$ cat src/status_irq_pkg.sv
// Package for the status and interrupt reporting block of a dual-redundant bus terminal.
// Holds the register map, field positions, reset values and the structs that carry event groups.
// Assumes a 32-bit APB master whose byte address is four times each register index.
package status_irq_pkg;

    // Register indices; the byte address on the bus is four times the index.
    localparam logic [5:0] IDX_SELF_TEST = 6'h1c;
    localparam logic [5:0] IDX_ENABLE    = 6'h1d;
    localparam logic [5:0] IDX_STATUS    = 6'h1e;
    localparam logic [5:0] IDX_QPTR      = 6'h1f;
    localparam logic [5:0] IDX_MSG_STAT  = 6'h20;
    localparam logic [5:0] IDX_MODE      = 6'h21;

    localparam logic [11:0] ADDR_SELF_TEST = {4'h0, IDX_SELF_TEST, 2'h0};
    localparam logic [11:0] ADDR_ENABLE    = {4'h0, IDX_ENABLE, 2'h0};
    localparam logic [11:0] ADDR_STATUS    = {4'h0, IDX_STATUS, 2'h0};
    localparam logic [11:0] ADDR_QPTR      = {4'h0, IDX_QPTR, 2'h0};
    localparam logic [11:0] ADDR_MSG_STAT  = {4'h0, IDX_MSG_STAT, 2'h0};
    localparam logic [11:0] ADDR_MODE      = {4'h0, IDX_MODE, 2'h0};

    // Reset values.
    localparam logic [15:0] RST_ENABLE   = 16'h0000;
    localparam logic [15:0] RST_STATUS   = 16'h0000;
    localparam logic [15:0] RST_QPTR     = 16'h0000;
    localparam logic [15:0] RST_MSG_STAT = 16'h0000;
    localparam logic [2:0]  RST_MODE     = 3'h0;

    // Writable bits of the enable register; bits 15 and 0 are unused and read zero.
    localparam logic [15:0] ENABLE_MASK = 16'h7ffe;

    // Event bit positions in the second status register.
    localparam int BIT_PENDING  = 15;
    localparam int BIT_PARITY   = 14;
    localparam int BIT_ILLEGAL  = 13;
    localparam int BIT_QWRAP    = 12;
    localparam int BIT_STACK    = 11;
    localparam int BIT_OPCODE   = 10;
    localparam int BIT_TSTACK   = 9;
    localparam int BIT_TRING    = 8;
    localparam int BIT_MSTACK   = 7;
    localparam int BIT_MDATA    = 6;
    localparam int BIT_CODE_HI  = 5;
    localparam int BIT_CODE_LO  = 2;
    localparam int BIT_SELFTEST = 1;
    localparam int BIT_SUMMARY  = 0;

    // Mode register bits.
    localparam int MODE_EBC = 0;
    localparam int MODE_RT  = 1;
    localparam int MODE_MT  = 2;

    // Queue pointer split: base in 15..6, next location in 5..0.
    localparam int QPTR_LOW_MSB = 5;
    localparam logic [5:0] QPTR_LOW_LAST = 6'h3f;

    // Retry field encodings.
    localparam logic [1:0] RETRY_NONE = 2'h0;
    localparam logic [1:0] RETRY_ONE  = 2'h1;
    localparam logic [1:0] RETRY_TWO  = 2'h2;

    typedef enum logic {MSG_IDLE, MSG_RUN} msg_state_e;

    typedef struct packed {
        logic       instruction_parity_fault;
        logic       illegal_command_event;
        logic       message_stored;
        logic       call_stack_fault;
        logic       bad_opcode_fetch;
        logic       terminal_stack_half;
        logic       terminal_ring_half;
        logic       monitor_stack_half;
        logic       monitor_data_half;
        logic       request_strobe;
        logic [3:0] controller_request_code;
        logic       self_test_done;
        logic       first_status_summary;
    } event_in_s;

    typedef struct packed {
        logic proto_complete;
        logic proto_running;
        logic proto_passed;
        logic proto_abort;
        logic ram_complete;
        logic ram_running;
        logic ram_passed;
    } self_test_s;

    typedef struct packed {
        logic        message_begin;
        logic        message_end;
        logic        bus_select_flag;
        logic        format_error;
        logic        response_timeout;
        logic        handshake_fail;
        logic        word_invalid;
        logic [15:0] tx_last_word;
        logic [15:0] echo_last_word;
        logic [10:0] rt_status;
        logic [10:0] expected_status;
        logic [5:0]  status_mask;
        logic [5:0]  mask_hits;
        logic [1:0]  retries;
    } msg_in_s;

    typedef struct packed {
        logic        valid;
        logic [15:0] data;
    } bsw_write_s;

endpackage : status_irq_pkg

$ cat src/status_interrupt_reporting.sv
// Status and interrupt reporting: self-test flags, event enable/status pair, queue pointer
// and the controller block status word, all reached over a 32-bit APB slave.
// Assumes event inputs are one-cycle pulses from logic on pclk, and that shared RAM
// accepts the block status word whenever the write strobe is high.
//
// Notes on behaviour
// Event bits set regardless of enable; interrupt only where enable bit is one.
// Bit 14 marks a parity error in a fetched controller instruction.
// Bit 13: illegal command in terminal mode, stored message in monitor mode.
// Bit 12 marks queue rollover, general queue or status queue by mode.
// Bit 11 marks controller call stack overflow or underflow in enhanced mode.
// Bit 10 marks an illegal op code fetched by the controller.
// Bits 9 to 6 mark the four stacks and buffers reaching half full.
// Request instruction loads bits 5 to 2 with its parameter's low nibble.
// Bit 1 marks self-test completion; its enable gates the interrupt.
// Bit 15 reads one while any enabled event is pending.
// Bit 0 reads one while any bit of the first status register is set.
// Queue pointer holds base in bits 15..6, next location in 5..0.
// Self-test register shows protocol test flags in bits 15 to 11.
// RAM test flags sit in bits 7..5; bits 10..8 and 4..0 read zero.
// After each controller message a block status word goes to shared RAM.
// Block word bit 14 set at start, cleared at end; bit 15 set at end.
// Block word bit 13 is one for bus B, zero for bus A.
// Bit 12 flags errors; alone it means a handshake failure.
// Bit 11 flags unexpected status bits 10..0, ignoring the mask bits.
// Echo word invalid or last word mismatch sets block word bit 8.
// Bit 7 flags a status bit set that the control word masks.
// Bits 6..5 give retries: none, one, or two encoded as 10.
// Interrupt output stays high while any enabled event is pending.
`timescale 1ns/10ps
`default_nettype none

module status_interrupt_reporting (
    input  wire logic                        pclk,
    input  wire logic                        presetn,
    input  wire logic                        ce,
    input  wire logic                        psel,
    input  wire logic                        penable,
    input  wire logic                        pwrite,
    input  wire logic [11:0]                 paddr,
    input  wire logic [31:0]                 pwdata,
    output var  logic [31:0]                 prdata,
    output logic                             pready,
    output logic                             pslverr,
    input  wire status_irq_pkg::event_in_s   events,
    input  wire status_irq_pkg::self_test_s  self_test,
    input  wire status_irq_pkg::msg_in_s     msg,
    input  wire logic                        queue_advance,
    output var  logic [15:0]                 queue_pointer,
    output var  status_irq_pkg::bsw_write_s  bsw_write,
    output var  logic                        interrupt_request
);

    // Address match helper, used for every register decode.
    function automatic logic hit(input logic [11:0] a, input logic [11:0] target);
        return a == target;
    endfunction : hit

    logic [15:0] event_enable_two;
    logic [15:0] event_status_two;
    logic [15:0] self_test_status;
    logic [15:0] controller_message_status;
    logic [2:0]  mode;
    logic        echo_check_fail;
    status_irq_pkg::msg_state_e msg_state;

    // Bus decode. The slave always answers in the first access cycle unless ce is low.
    wire logic sel_self_test = hit(paddr, status_irq_pkg::ADDR_SELF_TEST);
    wire logic sel_enable    = hit(paddr, status_irq_pkg::ADDR_ENABLE);
    wire logic sel_status    = hit(paddr, status_irq_pkg::ADDR_STATUS);
    wire logic sel_qptr      = hit(paddr, status_irq_pkg::ADDR_QPTR);
    wire logic sel_msg       = hit(paddr, status_irq_pkg::ADDR_MSG_STAT);
    wire logic sel_mode      = hit(paddr, status_irq_pkg::ADDR_MODE);
    wire logic mapped        = sel_self_test | sel_enable | sel_status | sel_qptr | sel_msg | sel_mode;
    wire logic read_only     = sel_self_test | sel_status;
    wire logic setup_phase   = ce & psel & ~penable;
    wire logic access_done   = ce & psel & penable;
    wire logic bad_access    = ~mapped | (pwrite & read_only);
    wire logic wr            = access_done & pwrite & ~bad_access;
    wire logic rd_status     = access_done & ~pwrite & sel_status;

    assign pready  = ce;
    assign pslverr = psel & penable & bad_access;

    // Mode qualifiers steer which events feed the shared bits.
    wire logic ebc_mode = mode[status_irq_pkg::MODE_EBC];
    wire logic rt_mode  = mode[status_irq_pkg::MODE_RT];
    wire logic mt_mode  = mode[status_irq_pkg::MODE_MT];

    // Queue pointer advance; the low field wraps inside the 64-word queue.
    wire logic qptr_wrap = queue_advance & (queue_pointer[status_irq_pkg::QPTR_LOW_MSB:0] ==
                                            status_irq_pkg::QPTR_LOW_LAST);
    wire logic queue_wrap_event = qptr_wrap & (ebc_mode | rt_mode | mt_mode);
    wire logic [5:0] next_qptr_low = queue_pointer[5:0] + 6'h01;

    // Event set vector for the sticky bits 14..6 and 1.
    logic [15:0] event_set;
    assign event_set[status_irq_pkg::BIT_PENDING] = 1'b0;
    assign event_set[status_irq_pkg::BIT_PARITY]  = events.instruction_parity_fault;
    assign event_set[status_irq_pkg::BIT_ILLEGAL] = (rt_mode & events.illegal_command_event) |
                                                    (mt_mode & events.message_stored);
    assign event_set[status_irq_pkg::BIT_QWRAP]   = queue_wrap_event;
    assign event_set[status_irq_pkg::BIT_STACK]   = ebc_mode & events.call_stack_fault;
    assign event_set[status_irq_pkg::BIT_OPCODE]  = events.bad_opcode_fetch;
    assign event_set[status_irq_pkg::BIT_TSTACK]  = events.terminal_stack_half;
    assign event_set[status_irq_pkg::BIT_TRING]   = events.terminal_ring_half;
    assign event_set[status_irq_pkg::BIT_MSTACK]  = events.monitor_stack_half;
    assign event_set[status_irq_pkg::BIT_MDATA]   = events.monitor_data_half;
    assign event_set[5:2] = 4'h0;
    assign event_set[status_irq_pkg::BIT_SELFTEST] = events.self_test_done;
    assign event_set[status_irq_pkg::BIT_SUMMARY]  = 1'b0;

    // Reading the status register clears only the bits that the read returned, so an
    // event landing between setup and access is kept: the set always wins.
    wire logic [15:0] read_clear = rd_status ? prdata[15:0] : 16'h0000;
    wire logic [15:0] sticky     = (event_status_two & ~read_clear) | event_set;
    wire logic [3:0]  next_code  = events.request_strobe ? events.controller_request_code :
                                   (event_status_two[5:2] & ~read_clear[5:2]);

    // Pending summary over the enabled event bits only.
    wire logic pending = |(event_status_two[14:1] & event_enable_two[14:1]);
    wire logic [15:0] status_view = {pending, event_status_two[14:1], events.first_status_summary};

    // Read multiplexer; unmapped reads return zero with an error answer.
    logic [15:0] read_word;
    assign read_word = sel_self_test ? self_test_status :
                       sel_enable    ? event_enable_two :
                       sel_status    ? status_view :
                       sel_qptr      ? queue_pointer :
                       sel_msg       ? controller_message_status :
                       sel_mode      ? {13'h0000, mode} : 16'h0000;

    // Read data is captured in the setup cycle and held through the access cycle.
    always_ff @(posedge pclk or negedge presetn) begin
        if (!presetn) begin
            prdata <= 32'h0000_0000;
        end else if (setup_phase && !pwrite) begin
            prdata <= {16'h0000, read_word};
        end
    end

    // Host-writable control: enable mask and mode select.
    always_ff @(posedge pclk or negedge presetn) begin
        if (!presetn) begin
            event_enable_two <= status_irq_pkg::RST_ENABLE;
            mode             <= status_irq_pkg::RST_MODE;
        end else if (wr) begin
            if (sel_enable) event_enable_two <= pwdata[15:0] & status_irq_pkg::ENABLE_MASK;
            if (sel_mode) mode <= pwdata[2:0];
        end
    end

    // Sticky event bits; the enable never stops a bit from being recorded.
    always_ff @(posedge pclk or negedge presetn) begin
        if (!presetn) begin
            event_status_two <= status_irq_pkg::RST_STATUS;
        end else if (ce) begin
            event_status_two <= {1'b0, sticky[14:6], next_code, sticky[1], 1'b0};
        end
    end

    // Interrupt output registered from the pending summary, one cycle behind it.
    always_ff @(posedge pclk or negedge presetn) begin
        if (!presetn) begin
            interrupt_request <= 1'b0;
        end else if (ce) begin
            interrupt_request <= pending;
        end
    end

    // Queue pointer: a host write wins over an advance in the same cycle.
    always_ff @(posedge pclk or negedge presetn) begin
        if (!presetn) begin
            queue_pointer <= status_irq_pkg::RST_QPTR;
        end else if (wr && sel_qptr) begin
            queue_pointer <= pwdata[15:0];
        end else if (ce && queue_advance) begin
            queue_pointer <= {queue_pointer[15:6], next_qptr_low};
        end
    end

    // Self-test flags are sampled in every cycle with ce high; unused bits are held at zero.
    always_ff @(posedge pclk or negedge presetn) begin
        if (!presetn) begin
            self_test_status <= 16'h0000;
        end else if (ce) begin
            self_test_status <= {self_test.proto_complete, self_test.proto_running,
                                 self_test.proto_passed, self_test.proto_abort,
                                 self_test.proto_complete | self_test.proto_running,
                                 3'h0, self_test.ram_complete, self_test.ram_running,
                                 self_test.ram_passed, 5'h00};
        end
    end

    // Block status word fields composed at message end.
    wire logic unexpected_status_seen = msg.rt_status != msg.expected_status;
    wire logic masked_status_seen     = |(msg.status_mask & msg.mask_hits);
    wire logic last_echo_bad          = msg.tx_last_word != msg.echo_last_word;
    wire logic echo_fail_final        = echo_check_fail | msg.word_invalid | last_echo_bad;
    wire logic error_summary          = msg.format_error | msg.response_timeout |
                                        echo_fail_final | msg.handshake_fail;
    wire logic [1:0] retry_code = (msg.retries == 2'h0) ? status_irq_pkg::RETRY_NONE :
                                  (msg.retries == 2'h1) ? status_irq_pkg::RETRY_ONE :
                                  status_irq_pkg::RETRY_TWO;
    wire logic [15:0] end_word  = {1'b1, 1'b0, msg.bus_select_flag, error_summary,
                                   unexpected_status_seen, msg.format_error, msg.response_timeout,
                                   echo_fail_final, masked_status_seen, retry_code, 5'h00};
    wire logic [15:0] start_word = {1'b0, 1'b1, msg.bus_select_flag, 13'h0000};
    wire logic msg_starts = ce && msg_state == status_irq_pkg::MSG_IDLE && msg.message_begin;
    wire logic msg_ends   = ce && msg_state == status_irq_pkg::MSG_RUN && msg.message_end;

    // Message tracker: start and end each push the word out to shared RAM.
    always_ff @(posedge pclk or negedge presetn) begin
        if (!presetn) begin
            msg_state       <= status_irq_pkg::MSG_IDLE;
            echo_check_fail <= 1'b0;
        end else if (ce) begin
            case (msg_state)
                status_irq_pkg::MSG_IDLE: begin
                    echo_check_fail <= 1'b0;
                    if (msg.message_begin) msg_state <= status_irq_pkg::MSG_RUN;
                end
                status_irq_pkg::MSG_RUN: begin
                    echo_check_fail <= echo_check_fail | msg.word_invalid;
                    if (msg.message_end) msg_state <= status_irq_pkg::MSG_IDLE;
                end
                default: msg_state <= status_irq_pkg::MSG_IDLE;
            endcase
        end
    end

    // Host copy of the word and the RAM write strobe; hardware updates win over host writes.
    always_ff @(posedge pclk or negedge presetn) begin
        if (!presetn) begin
            controller_message_status <= status_irq_pkg::RST_MSG_STAT;
            bsw_write                 <= '0;
        end else if (ce) begin
            bsw_write.valid <= msg_starts | msg_ends;
            if (msg_ends) begin
                controller_message_status <= end_word;
                bsw_write.data            <= end_word;
            end else if (msg_starts) begin
                controller_message_status <= start_word;
                bsw_write.data            <= start_word;
            end else if (wr && sel_msg) begin
                controller_message_status <= pwdata[15:0];
            end
        end
    end
endmodule : status_interrupt_reporting

`default_nettype wire

$ cat config.mk
export PLATFORM = sky130hd
export DESIGN_NAME = status_interrupt_reporting
export DESIGN_NICKNAME = d
export VERILOG_FILES = /design/src/status_irq_pkg.sv /design/src/status_interrupt_reporting.sv
export SDC_FILE = /design/constraint.sdc
export NUM_CORES = 1
export LEC_CHECK = 0
export ABC_AREA = 0
export BUFFER_PORTS_ARGS = -buffer_cell sky130_fd_sc_hd__buf_2
export CAP_MARGIN = 20
export CORE_MARGIN = 4
export CORE_UTILIZATION = 53
export DETAILED_ROUTE_END_ITERATION = 8
export PLACE_DENSITY_LB_ADDON = 0.05
export SYNTH_ARGS = -nofsm -noshare
export SYNTH_HDL_FRONTEND = slang
export SYNTH_SLANG_ARGS = --single-unit
export TNS_END_PERCENT = 5
$ cat constraint.sdc
create_clock -name pclk -period 2.48 [get_ports pclk]
set_input_delay 0.124 -clock pclk [delete_from_list [all_inputs] [get_ports pclk]]
set_output_delay 0.124 -clock pclk [all_outputs]
set_load 0.005 [all_outputs]
==> impl_metrics.prom, run 1 <==
# TYPE chip_impl_metric gauge
chip_impl_metric{name="ant_nets",unit=""} 0
chip_impl_metric{name="grt_first_pass_wirelength",unit="um"} 24700
chip_impl_info{name="crit_path_frequent_cell",value="sky130_fd_sc_hd__nand3_1"} 1
chip_impl_metric{name="total_power",unit="mW"} 3.89
chip_impl_metric{name="timing.final.hold_violations",unit=""} 0
chip_impl_info{name="post-synth-top-count-cell",value="sky130_fd_sc_hd__dfrtp_1"} 1
chip_impl_info{name="crit_chain",value="a22oi_1, nand3_1, nor3_1, nand3_1, a21o_1"} 1
chip_impl_metric{name="grt_overflow_total",unit=""} 0
chip_impl_metric{name="layout-drive-gt1-share",unit="%"} 35.5
chip_impl_metric{name="htree_levels",unit=""} 3
chip_impl_metric{name="post_synthesis_register_bit_count",unit=""} 102
chip_impl_metric{name="cp_max_fo",unit=""} 3
chip_impl_metric{name="timing.final.max_slew_violations",unit=""} 0
chip_impl_info{name="timing.critical_path.max_delay_family",value="simple AND/OR/NAND/NOR gates"} 1
chip_impl_metric{name="die_width",unit="um"} 108
chip_impl_metric{name="netlist_instances",unit=""} 531
chip_impl_metric{name="crit_path_max_incr_delay",unit="ns"} 0.43
chip_impl_metric{name="cts_resized",unit=""} 0
chip_impl_metric{name="layout.core_utilization",unit="%"} 68.9
chip_impl_metric{name="detail_route.drc_violations",unit=""} 0
chip_impl_metric{name="fillCellCount",unit=""} 798
chip_impl_metric{name="final_area",unit="um^2"} 6760
chip_impl_metric{name="route.final.wire_length",unit="um"} 15700
chip_impl_metric{name="drt_iter0_drc",unit=""} 310
chip_impl_metric{name="final_net_count",unit=""} 881
chip_impl_metric{name="area_delta_synth_final",unit="%"} 26.4
chip_impl_info{name="synth.top_cells.by_count",value="sky130_fd_sc_hd__dfrtp_1, sky130_fd_sc_hd__nand2_1, sky130_fd_sc_hd__mux2_2, sky130_fd_sc_hd__nor2_1, sky130_fd_sc_hd__o21ai_0"} 1
chip_impl_metric{name="cts_max_path_buffers",unit=""} 2
chip_impl_metric{name="design.portCount",unit=""} 217
chip_impl_metric{name="clock.fmax",unit="GHz"} 0.587
chip_impl_metric{name="path_buf_inv",unit=""} 0
chip_impl_metric{name="routed_wire_length_per_instance",unit="um"} 18.1
chip_impl_info{name="hold_path.class",value="in -> reg"} 1
chip_impl_metric{name="globalplace.congestion",unit=""} 0.904
chip_impl_metric{name="slew_headroom",unit="%"} 58.6
chip_impl_metric{name="cts_buffers",unit=""} 9
chip_impl_metric{name="fin_crit",unit="ns"} 1.70
chip_impl_metric{name="first_global_vias",unit=""} 4829
chip_impl_metric{name="period_share",unit="%"} 68.7
chip_impl_metric{name="groute.usage.overall",unit="%"} 27.0
chip_impl_metric{name="finalSetupViolCount",unit=""} 0
chip_impl_metric{name="antenna_found_initial",unit=""} 1
chip_impl_metric{name="path_clk_slew",unit="ns"} 0.10
chip_impl_metric{name="post-synth-top-area-fraction",unit="%"} 47.7
chip_impl_metric{name="maximum_number_of_pins_on_one_net_before_global_route_repair",unit=""} 45
chip_impl_metric{name="synth-warning-count",unit=""} 0
chip_impl_metric{name="syn-mean-instance-area",unit="um^2"} 10.1
chip_impl_info{name="clock_tree_from_tritoncts",value="yes"} 1
chip_impl_info{name="timing.critical_path.from_type",value="flip-flop"} 1
chip_impl_info{name="setup.worst_path.class",value="reg -> reg"} 1
chip_impl_metric{name="worstPathArrival",unit="ns"} 1.97
chip_impl_metric{name="totalNegativeSetupSlack",unit="ns"} 0
chip_impl_metric{name="cap_violations",unit=""} 0
chip_impl_metric{name="vdd.ir_drop.worst",unit="V"} 0.000360
chip_impl_metric{name="skew",unit="ns"} 0.0128
chip_impl_metric{name="placed_cell_areas",unit="um^2"} 6310
chip_impl_metric{name="postCtsHoldBufs",unit=""} 20
chip_impl_metric{name="crit_required",unit="ns"} 2.75
chip_impl_metric{name="1st_pass_router_iterations",unit=""} 7
chip_impl_metric{name="std_cell_rows",unit=""} 36
chip_impl_metric{name="mappedNetlistArea",unit="um^2"} 5350
chip_impl_metric{name="place_hpwl",unit="um"} 12100
chip_impl_metric{name="n_antenna_cell",unit=""} 0
chip_impl_metric{name="synth_cell_type_count",unit=""} 55
chip_impl_info{name="root_buffer",value="sky130_fd_sc_hd__clkbuf_8"} 1
chip_impl_metric{name="floorplan.die.height",unit="um"} 108
chip_impl_metric{name="die_area",unit="um^2"} 11800
chip_impl_metric{name="via_per_inst",unit=""} 5.62
chip_impl_metric{name="power.density",unit="nW/um^2"} 576
chip_impl_metric{name="yosysSeqAreaShare",unit="%"} 47.7
chip_impl_info{name="ys_top_cells_by_area",value="sky130_fd_sc_hd__dfrtp_1, sky130_fd_sc_hd__mux2_2, sky130_fd_sc_hd__nand2_1, sky130_fd_sc_hd__buf_4, sky130_fd_sc_hd__o21ai_0"} 1
chip_impl_info{name="synth_flop_cell",value="sky130_fd_sc_hd__dfrtp_1"} 1
chip_impl_metric{name="clkLatencyLatePin",unit="ns"} 0.37
chip_impl_metric{name="cellLeakagePower",unit="nW"} 3.32
chip_impl_metric{name="timing_worst_slew_pin_value",unit="ns"} 0.620
chip_impl_metric{name="clkSinkCount",unit=""} 102
chip_impl_metric{name="initial_utilization",unit="%"} 54.5
chip_impl_metric{name="synth-edff-count",unit=""} 0
chip_impl_metric{name="dr_total_vias",unit=""} 4881
chip_impl_info{name="biggest_area_consumer_among_synthesized_cells",value="sky130_fd_sc_hd__dfrtp_1"} 1
chip_impl_info{name="critPathSlowestCell",value="sky130_fd_sc_hd__dfrtp_1"} 1
chip_impl_info{name="critical_path.endpoint_type",value="flip-flop"} 1
chip_impl_metric{name="fp.coreArea",unit="um^2"} 9820
chip_impl_metric{name="cts_post_setup_buffers_inserted",unit=""} 0
chip_impl_metric{name="io_buffers",unit=""} 179
chip_impl_info{name="result_of_the_run",value="finished, final reports clean"} 1
chip_impl_info{name="rsz0062_at_grt",value="no"} 1
chip_impl_metric{name="synth-async-reset-ratio",unit="%"} 100
layout make-up:
cell class,count,area (um^2),area share [%]
clock buffer,9,124,1.83
clock inverter,7,80.1,1.18
inverter,6,22.5,0.333
multi-input combinational,395,2560,37.8
sequential,102,2550,37.7
tap,133,166,2.46
timing repair buffer,217,1260,18.6
power by group:
group / internal (mW) / leakage (nW) / switching [mW]
Clock: 0.479 / 0.102 / 0.611
Sequential: 1.85 / 1.29 / 0.185
Combinational: 0.391 / 1.93 / 0.381
Total: 2.72 / 3.32 / 1.18
final timing paths:
kind,end,slack [ns],from,depth (start not counted)
worst max-delay path,prdata[15]$_DFFE_PN0P_,0.78,event_status_two[7]$_DFFE_PN0P_,5
worst min-delay path,queue_pointer[2]$_DFFE_PN0P_,0.01,pwdata[2],3
max in group asynchronous,echo_check_fail$_DFFE_PN0P_,1.47,presetn,3
worst min register to register,bsw_write[11]$_DFFE_PN0P_,0.50,bsw_write[11]$_DFFE_PN0P_,2
worst max register to register,prdata[15]$_DFFE_PN0P_,0.78,event_status_two[7]$_DFFE_PN0P_,5
min in group asynchronous,event_status_two[8]$_DFFE_PN0P_,0.29,presetn,2
per-stage QoR:
step	cells	hold slack, ns	worst slack (ns)
after global placement	828	0.153	0.443
after floorplan	551	-0.172	0.835
after CTS	864	0.000143	0.768
final	869	0.0133	0.777
after detailed placement	828	0.156	0.399
after global routing	869	0.00199	0.606
per-layer routing:
layer | wire, um | global-route usage, % | share of wire (%)
met5 | 7 | 0 | 0.045
met1 | 6720 | 37.2 | 43
met4 | 216 | 6.94 | 1.4
met2 | 7430 | 43.3 | 47
met3 | 1350 | 6.33 | 8.6
worst reg2reg max path, cell delays in order, from the launching register on:
cell and delay, ns:
sky130_fd_sc_hd__dfrtp_1 0.43, sky130_fd_sc_hd__a22oi_1 0.29, sky130_fd_sc_hd__nand3_1 0.12, sky130_fd_sc_hd__nor3_1 0.42, sky130_fd_sc_hd__nand3_1 0.15, sky130_fd_sc_hd__a21o_1 0.19
kinds of logic (layout without fill, tap and decap cells):
logic type,after synthesis,after routing,share of synthesized area [%]
adder cells (fa/ha/maj),1,1,0.234
XOR/XNOR,32,32,5.24
buffers and inverters,54,239,5.89
multiplexers,47,47,9.79
other,1,21,0.0701
flip-flops,102,102,47.7
AO/OA/AOI/OAI,132,132,16.7
AND/OR/NAND/NOR,162,162,14.4
cells in the final DEF, fill, tap and decap left out, drive strengths merged, types with 6 or more instances in the layout:
cell type | synthesis | routed
conb | 1 | 21
xnor2 | 15 | 15
nand2 | 79 | 79
nor2 | 35 | 35
o21ai | 31 | 31
clkbuf | 11 | 9
o2bb2ai | 7 | 7
a21oi | 28 | 28
o22ai | 6 | 6
nand3 | 13 | 13
xor2 | 17 | 17
a22o | 10 | 10
dlygate4sd3 | 0 | 25
a22oi | 11 | 11
inv | 6 | 8
nor4 | 6 | 6
a222oi | 7 | 7
mux2 | 43 | 43
buf | 37 | 192
nor3 | 7 | 7
dfrtp | 102 | 102
flip-flops by register name, indices dropped and copies added, names as in the netlist:
register	cells
event_enable_two	14
bsw_write	12
event_status_two	14
controller_message_status	16
echo_check_fail	1
interrupt_request	1
prdata	16
self_test_status	8
msg_state	1
mode	3
queue_pointer	16
No activity file was read; power rests on OpenSTA's default activity.
==> inputs of run 2 (changes only) <==
- CORE_UTILIZATION: 53 -> 49
- clock period: 2.48 -> 1.76 ns (I/O delays scaled with it)
==> run 2 against run 1 <==
  * Design area rose by 4.3%
  * Worst setup slack got worse by 0.66 ns
  * First-iteration DRC count rose by 23%
  * Global-route usage fell by 1.9 points
  * Die area rose by 7.5%
  * Fmax rose by 3.8%
  * Register-to-register slack got worse by 0.66 ns
  * Non-clock buffer count rose by 32
  * Via count rose by 1.7%
  * Largest cell class unchanged
  * Largest power group unchanged
==> impl_metrics.prom, run 2 (synthesis gave the netlist of run 1 again) <==
# TYPE chip_impl_metric gauge
chip_impl_metric{name="via_per_inst",unit=""} 5.49
chip_impl_metric{name="fin_worst_hold_slack",unit="ns"} 0.0156
chip_impl_metric{name="place_hpwl",unit="um"} 12300
chip_impl_metric{name="std_cell_rows",unit=""} 37
chip_impl_metric{name="slew_headroom",unit="%"} 63.0
chip_impl_metric{name="layout-drive-gt1-share",unit="%"} 36.5
chip_impl_metric{name="worstPathArrival",unit="ns"} 1.89
chip_impl_metric{name="crit_required",unit="ns"} 2.01
chip_impl_metric{name="timing.final.hold_violations",unit=""} 0
chip_impl_metric{name="final_net_count",unit=""} 913
chip_impl_metric{name="globalplace.congestion",unit=""} 0.903
chip_impl_metric{name="register_to_register_path_depth",unit=""} 4
chip_impl_metric{name="p_switching",unit="mW"} 1.64
chip_impl_metric{name="timing.final.max_slew_violations",unit=""} 0
chip_impl_metric{name="clkLatencyLatePin",unit="ns"} 0.36
chip_impl_metric{name="grt_first_pass_wirelength",unit="um"} 25600
chip_impl_metric{name="met2_wirelength",unit="um"} 7660
chip_impl_metric{name="area_delta_synth_final",unit="%"} 31.8
chip_impl_info{name="top_routing_layer_used",value="met4"} 1
chip_impl_metric{name="routed_wire_length_per_instance",unit="um"} 17.7
chip_impl_metric{name="groute.usage.overall",unit="%"} 25.2
chip_impl_metric{name="totalNegativeSetupSlack",unit="ns"} 0
chip_impl_metric{name="detail_route.drc_violations",unit=""} 0
chip_impl_metric{name="routedLengthMet1",unit="um"} 6600
chip_impl_metric{name="cap_violations",unit=""} 0
chip_impl_metric{name="final_area",unit="um^2"} 7060
chip_impl_metric{name="timing_worst_slew_pin_value",unit="ns"} 0.555
chip_impl_metric{name="dp.cells",unit=""} 850
chip_impl_metric{name="htree_levels",unit=""} 3
chip_impl_info{name="reg2reg_to",value="controller_message_status[12]$_DFFE_PN0P_"} 1
chip_impl_metric{name="placement_setup_slack",unit="ns"} -0.0416
chip_impl_metric{name="1st_pass_router_iterations",unit=""} 7
chip_impl_metric{name="cts_max_path_buffers",unit=""} 2
chip_impl_metric{name="clock_power_share",unit="%"} 28.0
chip_impl_metric{name="comb_power_share",unit="%"} 20.4
chip_impl_info{name="layout_commonest_cell",value="sky130_fd_sc_hd__buf_2"} 1
chip_impl_metric{name="met3WireLength",unit="um"} 1490
chip_impl_metric{name="whs_path_depth",unit=""} 3
chip_impl_metric{name="power.density",unit="nW/um^2"} 784
chip_impl_metric{name="layout.core_utilization",unit="%"} 67.4
chip_impl_info{name="critical_path.endpoint_type",value="flip-flop"} 1
chip_impl_metric{name="finalSetupViolCount",unit=""} 0
chip_impl_info{name="reg_top3",value="controller_message_status x16, prdata x16, queue_pointer x16"} 1
chip_impl_info{name="setup.worst_path.class",value="reg -> reg"} 1
chip_impl_metric{name="clock.fmax",unit="GHz"} 0.609
chip_impl_metric{name="maximum_number_of_pins_on_one_net_before_global_route_repair",unit=""} 51
chip_impl_metric{name="timing.final.ws_setup",unit="ns"} 0.119
chip_impl_info{name="hold_path.class",value="in -> reg"} 1
chip_impl_info{name="hold_path_startpoint",value="msg[68]"} 1
chip_impl_info{name="r2r-start",value="echo_check_fail$_DFFE_PN0P_"} 1
chip_impl_info{name="result_of_the_run",value="finished, final reports clean"} 1
chip_impl_metric{name="cts_buffers",unit=""} 9
chip_impl_metric{name="vdd.ir_drop.worst",unit="V"} 0.000509
chip_impl_info{name="rsz0062_at_grt",value="no"} 1
chip_impl_metric{name="internal_power",unit="mW"} 3.89
chip_impl_metric{name="drt_iter0_drc",unit=""} 380
chip_impl_metric{name="netSwitchingFraction",unit="%"} 29.7
chip_impl_info{name="timing.critical_path.from_type",value="flip-flop"} 1
chip_impl_metric{name="postCtsHoldBufs",unit=""} 38
chip_impl_info{name="most-common-layout-cells",value="sky130_fd_sc_hd__buf_2, sky130_fd_sc_hd__dfrtp_1, sky130_fd_sc_hd__nand2_1, sky130_fd_sc_hd__mux2_2, sky130_fd_sc_hd__dlygate4sd3_1"} 1
chip_impl_metric{name="path_clk_slew",unit="ns"} 0.10
chip_impl_metric{name="final-instance-count-excl-fill",unit=""} 904
chip_impl_metric{name="initial_utilization",unit="%"} 51.2
chip_impl_metric{name="total_power",unit="mW"} 5.53
chip_impl_metric{name="period_share",unit="%"} 93.2
chip_impl_metric{name="cts_resized",unit=""} 0
chip_impl_info{name="clock_tree_from_tritoncts",value="yes"} 1
chip_impl_metric{name="fp.coreArea",unit="um^2"} 10500
chip_impl_metric{name="antenna_found_initial",unit=""} 0
chip_impl_metric{name="cts_post_setup_buffers_inserted",unit=""} 0
chip_impl_metric{name="route.final.wire_length",unit="um"} 16000
chip_impl_metric{name="io_buffers",unit=""} 179
chip_impl_info{name="root_buffer",value="sky130_fd_sc_hd__clkbuf_8"} 1
chip_impl_metric{name="fin_crit",unit="ns"} 1.64
chip_impl_info{name="hold_end",value="echo_check_fail$_DFFE_PN0P_"} 1
chip_impl_metric{name="die_area",unit="um^2"} 12700
chip_impl_metric{name="n_antenna_cell",unit=""} 0
chip_impl_metric{name="seq_power_share",unit="%"} 51.6
chip_impl_metric{name="internal_reg_to_reg_setup_slack",unit="ns"} 0.12
chip_impl_metric{name="cellLeakagePower",unit="nW"} 3.47
chip_impl_metric{name="dr_total_vias",unit=""} 4964
chip_impl_metric{name="design.portCount",unit=""} 217
chip_impl_metric{name="die_width",unit="um"} 113
chip_impl_metric{name="ant_nets",unit=""} 0
chip_impl_metric{name="placed_cell_areas",unit="um^2"} 6470
chip_impl_metric{name="clkSinkCount",unit=""} 102
chip_impl_metric{name="cp_max_fo",unit=""} 2
chip_impl_metric{name="grt_overflow_total",unit=""} 0
chip_impl_metric{name="floorplan.die.height",unit="um"} 113
chip_impl_metric{name="skew",unit="ns"} 0.0161
chip_impl_metric{name="first_global_vias",unit=""} 5064
-- run 2: worst max-delay path, stage by stage (launching register included) --
cell and delay [ns]:
sky130_fd_sc_hd__dfrtp_1 0.39, sky130_fd_sc_hd__or3_1 0.36, sky130_fd_sc_hd__nor4_1 0.36, sky130_fd_sc_hd__a31oi_1 0.22, sky130_fd_sc_hd__o22a_1 0.20
-- run 2: how the worst max path moves through the flow --
| stage | startpoint | end | slack (ns) | depth (start not counted) |
|---|---|---|---|---|
| CTS | echo_check_fail$_DFFE_PN0P_ | controller_message_status[12]$_DFFE_PN0P_ | 0.11 | 4 |
| global route | echo_check_fail$_DFFE_PN0P_ | controller_message_status[12]$_DFFE_PN0P_ | 0.02 | 4 |
| global placement | paddr[1] | queue_pointer[13]$_DFFE_PN0P_ | -0.0004 | 6 |
| finish | echo_check_fail$_DFFE_PN0P_ | controller_message_status[12]$_DFFE_PN0P_ | 0.12 | 4 |
| detailed placement | paddr[1] | queue_pointer[12]$_DFFE_PN0P_ | -0.04 | 6 |
| floorplan | msg_state$_DFFE_PN0P_ | controller_message_status[12]$_DFFE_PN0P_ | 0.11 | 6 |
-- run 2: layout make-up --
class | instances | area, um^2
clock buffer | 10 | 138
clock inverter | 6 | 70.1
fill | 871 | 3410
inverter | 6 | 22.5
multi-input combinational | 395 | 2560
sequential | 102 | 2550
tap | 136 | 170
timing repair buffer | 249 | 1540
-- run 2: power by group through the flow --
stage / Clock, mW / Combinational (mW) / Sequential, mW
floorplan: 0 / 0.559 / 2.83
global placement: 0 / 1.04 / 2.89
detailed placement: 0 / 1.07 / 2.89
CTS: 1.58 / 1.14 / 2.85
global route: 1.68 / 1.26 / 2.89
finish: 1.55 / 1.13 / 2.85
-- run 2: per-layer routing --
layer	up-vias	track usage, %
li1	2322	-
met1	2386	33.8
met2	236	42.2
met3	20	5.01
met4	0	5.93
met5	-	0
==> inputs of run 3 (changes only) <==
- GPL_TIMING_DRIVEN: unset -> 1
- REMOVE_ABC_BUFFERS: unset -> 1
==> run 3 against run 2 <==
  * First-iteration DRC count fell by 1.3%
  * Fmax rose by 1.8%
  * Non-clock buffer count rose by 11
  * Wire length rose by 3.7%
  * Clock skew fell by 0.0057 ns
==> impl_metrics.prom, run 3 (synthesis gave the netlist of run 1 again) <==
# TYPE chip_impl_metric gauge
chip_impl_metric{name="cts_buffers",unit=""} 9
chip_impl_metric{name="cp_max_fo",unit=""} 5
chip_impl_info{name="crit_end",value="controller_message_status[12]$_DFFE_PN0P_"} 1
chip_impl_info{name="clock_tree_from_tritoncts",value="yes"} 1
chip_impl_metric{name="area_delta_synth_final",unit="%"} 33.5
chip_impl_metric{name="n_antenna_cell",unit=""} 0
chip_impl_metric{name="1st_pass_router_iterations",unit=""} 8
chip_impl_info{name="r2r-start",value="msg_state$_DFFE_PN0P_"} 1
chip_impl_metric{name="detail_route.drc_violations",unit=""} 0
chip_impl_metric{name="cts_max_path_buffers",unit=""} 2
chip_impl_metric{name="final_net_count",unit=""} 924
chip_impl_metric{name="period_share",unit="%"} 91.6
chip_impl_metric{name="timing.final.hold_violations",unit=""} 0
chip_impl_metric{name="antenna_found_initial",unit=""} 0
chip_impl_metric{name="grt_first_pass_wirelength",unit="um"} 26100
chip_impl_metric{name="via_per_inst",unit=""} 5.55
chip_impl_metric{name="die_width",unit="um"} 113
chip_impl_metric{name="grt_overflow_total",unit=""} 0
chip_impl_metric{name="clock.fmax",unit="GHz"} 0.620
chip_impl_metric{name="timing.final.ws_setup",unit="ns"} 0.148
chip_impl_metric{name="worstPathArrival",unit="ns"} 1.87
chip_impl_metric{name="std_cell_rows",unit=""} 37
chip_impl_metric{name="clkSinkCount",unit=""} 102
chip_impl_metric{name="vdd.ir_drop.worst",unit="V"} 0.000483
chip_impl_info{name="timing.critical_path.from_type",value="flip-flop"} 1
chip_impl_metric{name="slew_headroom",unit="%"} 59.7
chip_impl_info{name="rsz0062_at_grt",value="no"} 1
chip_impl_metric{name="floorplan.die.height",unit="um"} 113
chip_impl_metric{name="internal_reg_to_reg_setup_slack",unit="ns"} 0.15
chip_impl_metric{name="die_area",unit="um^2"} 12700
chip_impl_info{name="critical_path.endpoint_type",value="flip-flop"} 1
chip_impl_info{name="reg_top3",value="controller_message_status x16, prdata x16, queue_pointer x16"} 1
chip_impl_metric{name="register_to_register_path_depth",unit=""} 5
chip_impl_metric{name="timing_worst_slew_pin_value",unit="ns"} 0.605
chip_impl_metric{name="layout-drive-gt1-share",unit="%"} 36.8
chip_impl_metric{name="skew",unit="ns"} 0.0103
chip_impl_info{name="result_of_the_run",value="finished, final reports clean"} 1
chip_impl_metric{name="cts_post_setup_buffers_inserted",unit=""} 0
chip_impl_metric{name="whs_path_depth",unit=""} 3
chip_impl_metric{name="place_hpwl",unit="um"} 12700
chip_impl_metric{name="fp.coreArea",unit="um^2"} 10500
chip_impl_metric{name="power.density",unit="nW/um^2"} 773
chip_impl_metric{name="final_area",unit="um^2"} 7150
chip_impl_metric{name="fillCellCount",unit=""} 848
chip_impl_metric{name="ant_nets",unit=""} 0
chip_impl_metric{name="dr_total_vias",unit=""} 5077
chip_impl_metric{name="path_clk_slew",unit="ns"} 0.09
chip_impl_info{name="root_buffer",value="sky130_fd_sc_hd__clkbuf_8"} 1
chip_impl_info{name="reg2reg_to",value="controller_message_status[12]$_DFFE_PN0P_"} 1
chip_impl_metric{name="clkLatencyLatePin",unit="ns"} 0.38
chip_impl_metric{name="design.portCount",unit=""} 217
chip_impl_metric{name="io_buffers",unit=""} 179
chip_impl_info{name="critPathLaunch",value="msg_state$_DFFE_PN0P_"} 1
chip_impl_info{name="layout_commonest_cell",value="sky130_fd_sc_hd__buf_2"} 1
chip_impl_metric{name="drt_iter0_drc",unit=""} 375
chip_impl_metric{name="placement_setup_slack",unit="ns"} -0.0455
chip_impl_metric{name="cap_violations",unit=""} 0
chip_impl_metric{name="cellLeakagePower",unit="nW"} 3.53
chip_impl_info{name="hold_path.class",value="in -> reg"} 1
chip_impl_metric{name="totalNegativeSetupSlack",unit="ns"} 0
chip_impl_metric{name="placed_cell_areas",unit="um^2"} 6520
chip_impl_metric{name="crit_required",unit="ns"} 2.02
chip_impl_metric{name="globalplace.congestion",unit=""} 0.887
chip_impl_info{name="setup.worst_path.class",value="reg -> reg"} 1
chip_impl_metric{name="finalSetupViolCount",unit=""} 0
chip_impl_metric{name="route.final.wire_length",unit="um"} 16600
chip_impl_info{name="most-common-layout-cells",value="sky130_fd_sc_hd__buf_2, sky130_fd_sc_hd__dfrtp_1, sky130_fd_sc_hd__nand2_1, sky130_fd_sc_hd__mux2_2, sky130_fd_sc_hd__dlygate4sd3_1"} 1
chip_impl_metric{name="groute.usage.overall",unit="%"} 26.0
chip_impl_metric{name="htree_levels",unit=""} 3
chip_impl_metric{name="initial_utilization",unit="%"} 51.2
chip_impl_metric{name="first_global_vias",unit=""} 5123
chip_impl_metric{name="maximum_number_of_pins_on_one_net_before_global_route_repair",unit=""} 44
chip_impl_metric{name="timing.final.max_slew_violations",unit=""} 0
chip_impl_metric{name="routed_wire_length_per_instance",unit="um"} 18.1
chip_impl_metric{name="fin_crit",unit="ns"} 1.61
run 3: cell count changes in the layout (fill, tap and decap cells not counted), moves of 2 or more:
cell,change
sky130_fd_sc_hd__buf_4,+7
sky130_fd_sc_hd__clkinv_2,+2
sky130_fd_sc_hd__clkinvlp_4,-2
sky130_fd_sc_hd__dlygate4sd3_1,+4
run 3: worst min path at each step:
stage / from / to / slack (ns)
3_5_place_dp: presetn / queue_pointer[2]$_DFFE_PN0P_ / 0.12
2_1_floorplan: presetn / bsw_write[10]$_DFFE_PN0P_ / -0.21
4_1_cts: pwdata[14] / controller_message_status[14]$_DFFE_PN0P_ / 0.004
3_3_place_gp: presetn / queue_pointer[2]$_DFFE_PN0P_ / 0.12
6_report: pwdata[14] / controller_message_status[14]$_DFFE_PN0P_ / 0.02
5_1_grt: pwdata[14] / controller_message_status[14]$_DFFE_PN0P_ / 0.01
run 3: area by class of cell:
| cell class | count | area [um^2] | share of cell area [%] |
|---|---|---|---|
| well taps | 136 | 170 | 2.38 |
| inverters | 6 | 22.5 | 0.315 |
| flip-flops and latches | 102 | 2550 | 35.7 |
| clock inverters | 4 | 45.0 | 0.630 |
| repair buffers | 260 | 1640 | 22.9 |
| clock buffers | 12 | 155 | 2.17 |
| multi-input cells | 395 | 2570 | 35.9 |
run 3: what timing repair did:
item | 4_1_cts | 5_1_grt
hold buffers | 42 | 0
hold endpoints to repair | 100 | 0
gates resized for setup | 0 | 1
setup endpoints to repair | 0 | 2
run 3: per-layer routing:
metal	vias to the layer above	routed length (um)	global-route usage [%]
met5	-	0	0
met4	0	291	8.09
met3	22	1260	4.96
met2	257	8290	45.3
met1	2448	6720	32.7
li1	2350	-	-
run 3: worst max-delay path, cell delays in order, from the launching register on:
cell and delay, ns:
sky130_fd_sc_hd__dfrtp_1 0.42, sky130_fd_sc_hd__mux2_2 0.36, sky130_fd_sc_hd__and2_1 0.17, sky130_fd_sc_hd__a21o_1 0.19, sky130_fd_sc_hd__buf_4 0.16, sky130_fd_sc_hd__o22a_1 0.19
run 3: stage by stage:
stage	hold slack [ns]	power [mW]	instances	utilization, %
3_3_place_gp	0.116	3.94	857	62.3
5_1_grt	0.0130	5.82	915	68.3
3_5_place_dp	0.119	3.99	857	62.3
4_1_cts	0.00444	5.56	915	68.3
6_report	0.0210	5.53	915	68.3
2_1_floorplan	-0.208	3.33	503	-
run 3: power breakdown:
part           switching [mW]  total [mW]  internal [mW]
combinational           0.555        1.15          0.600
clock                   0.783        1.51          0.729
sequential              0.257        2.86           2.60
total                    1.59        5.53           3.93
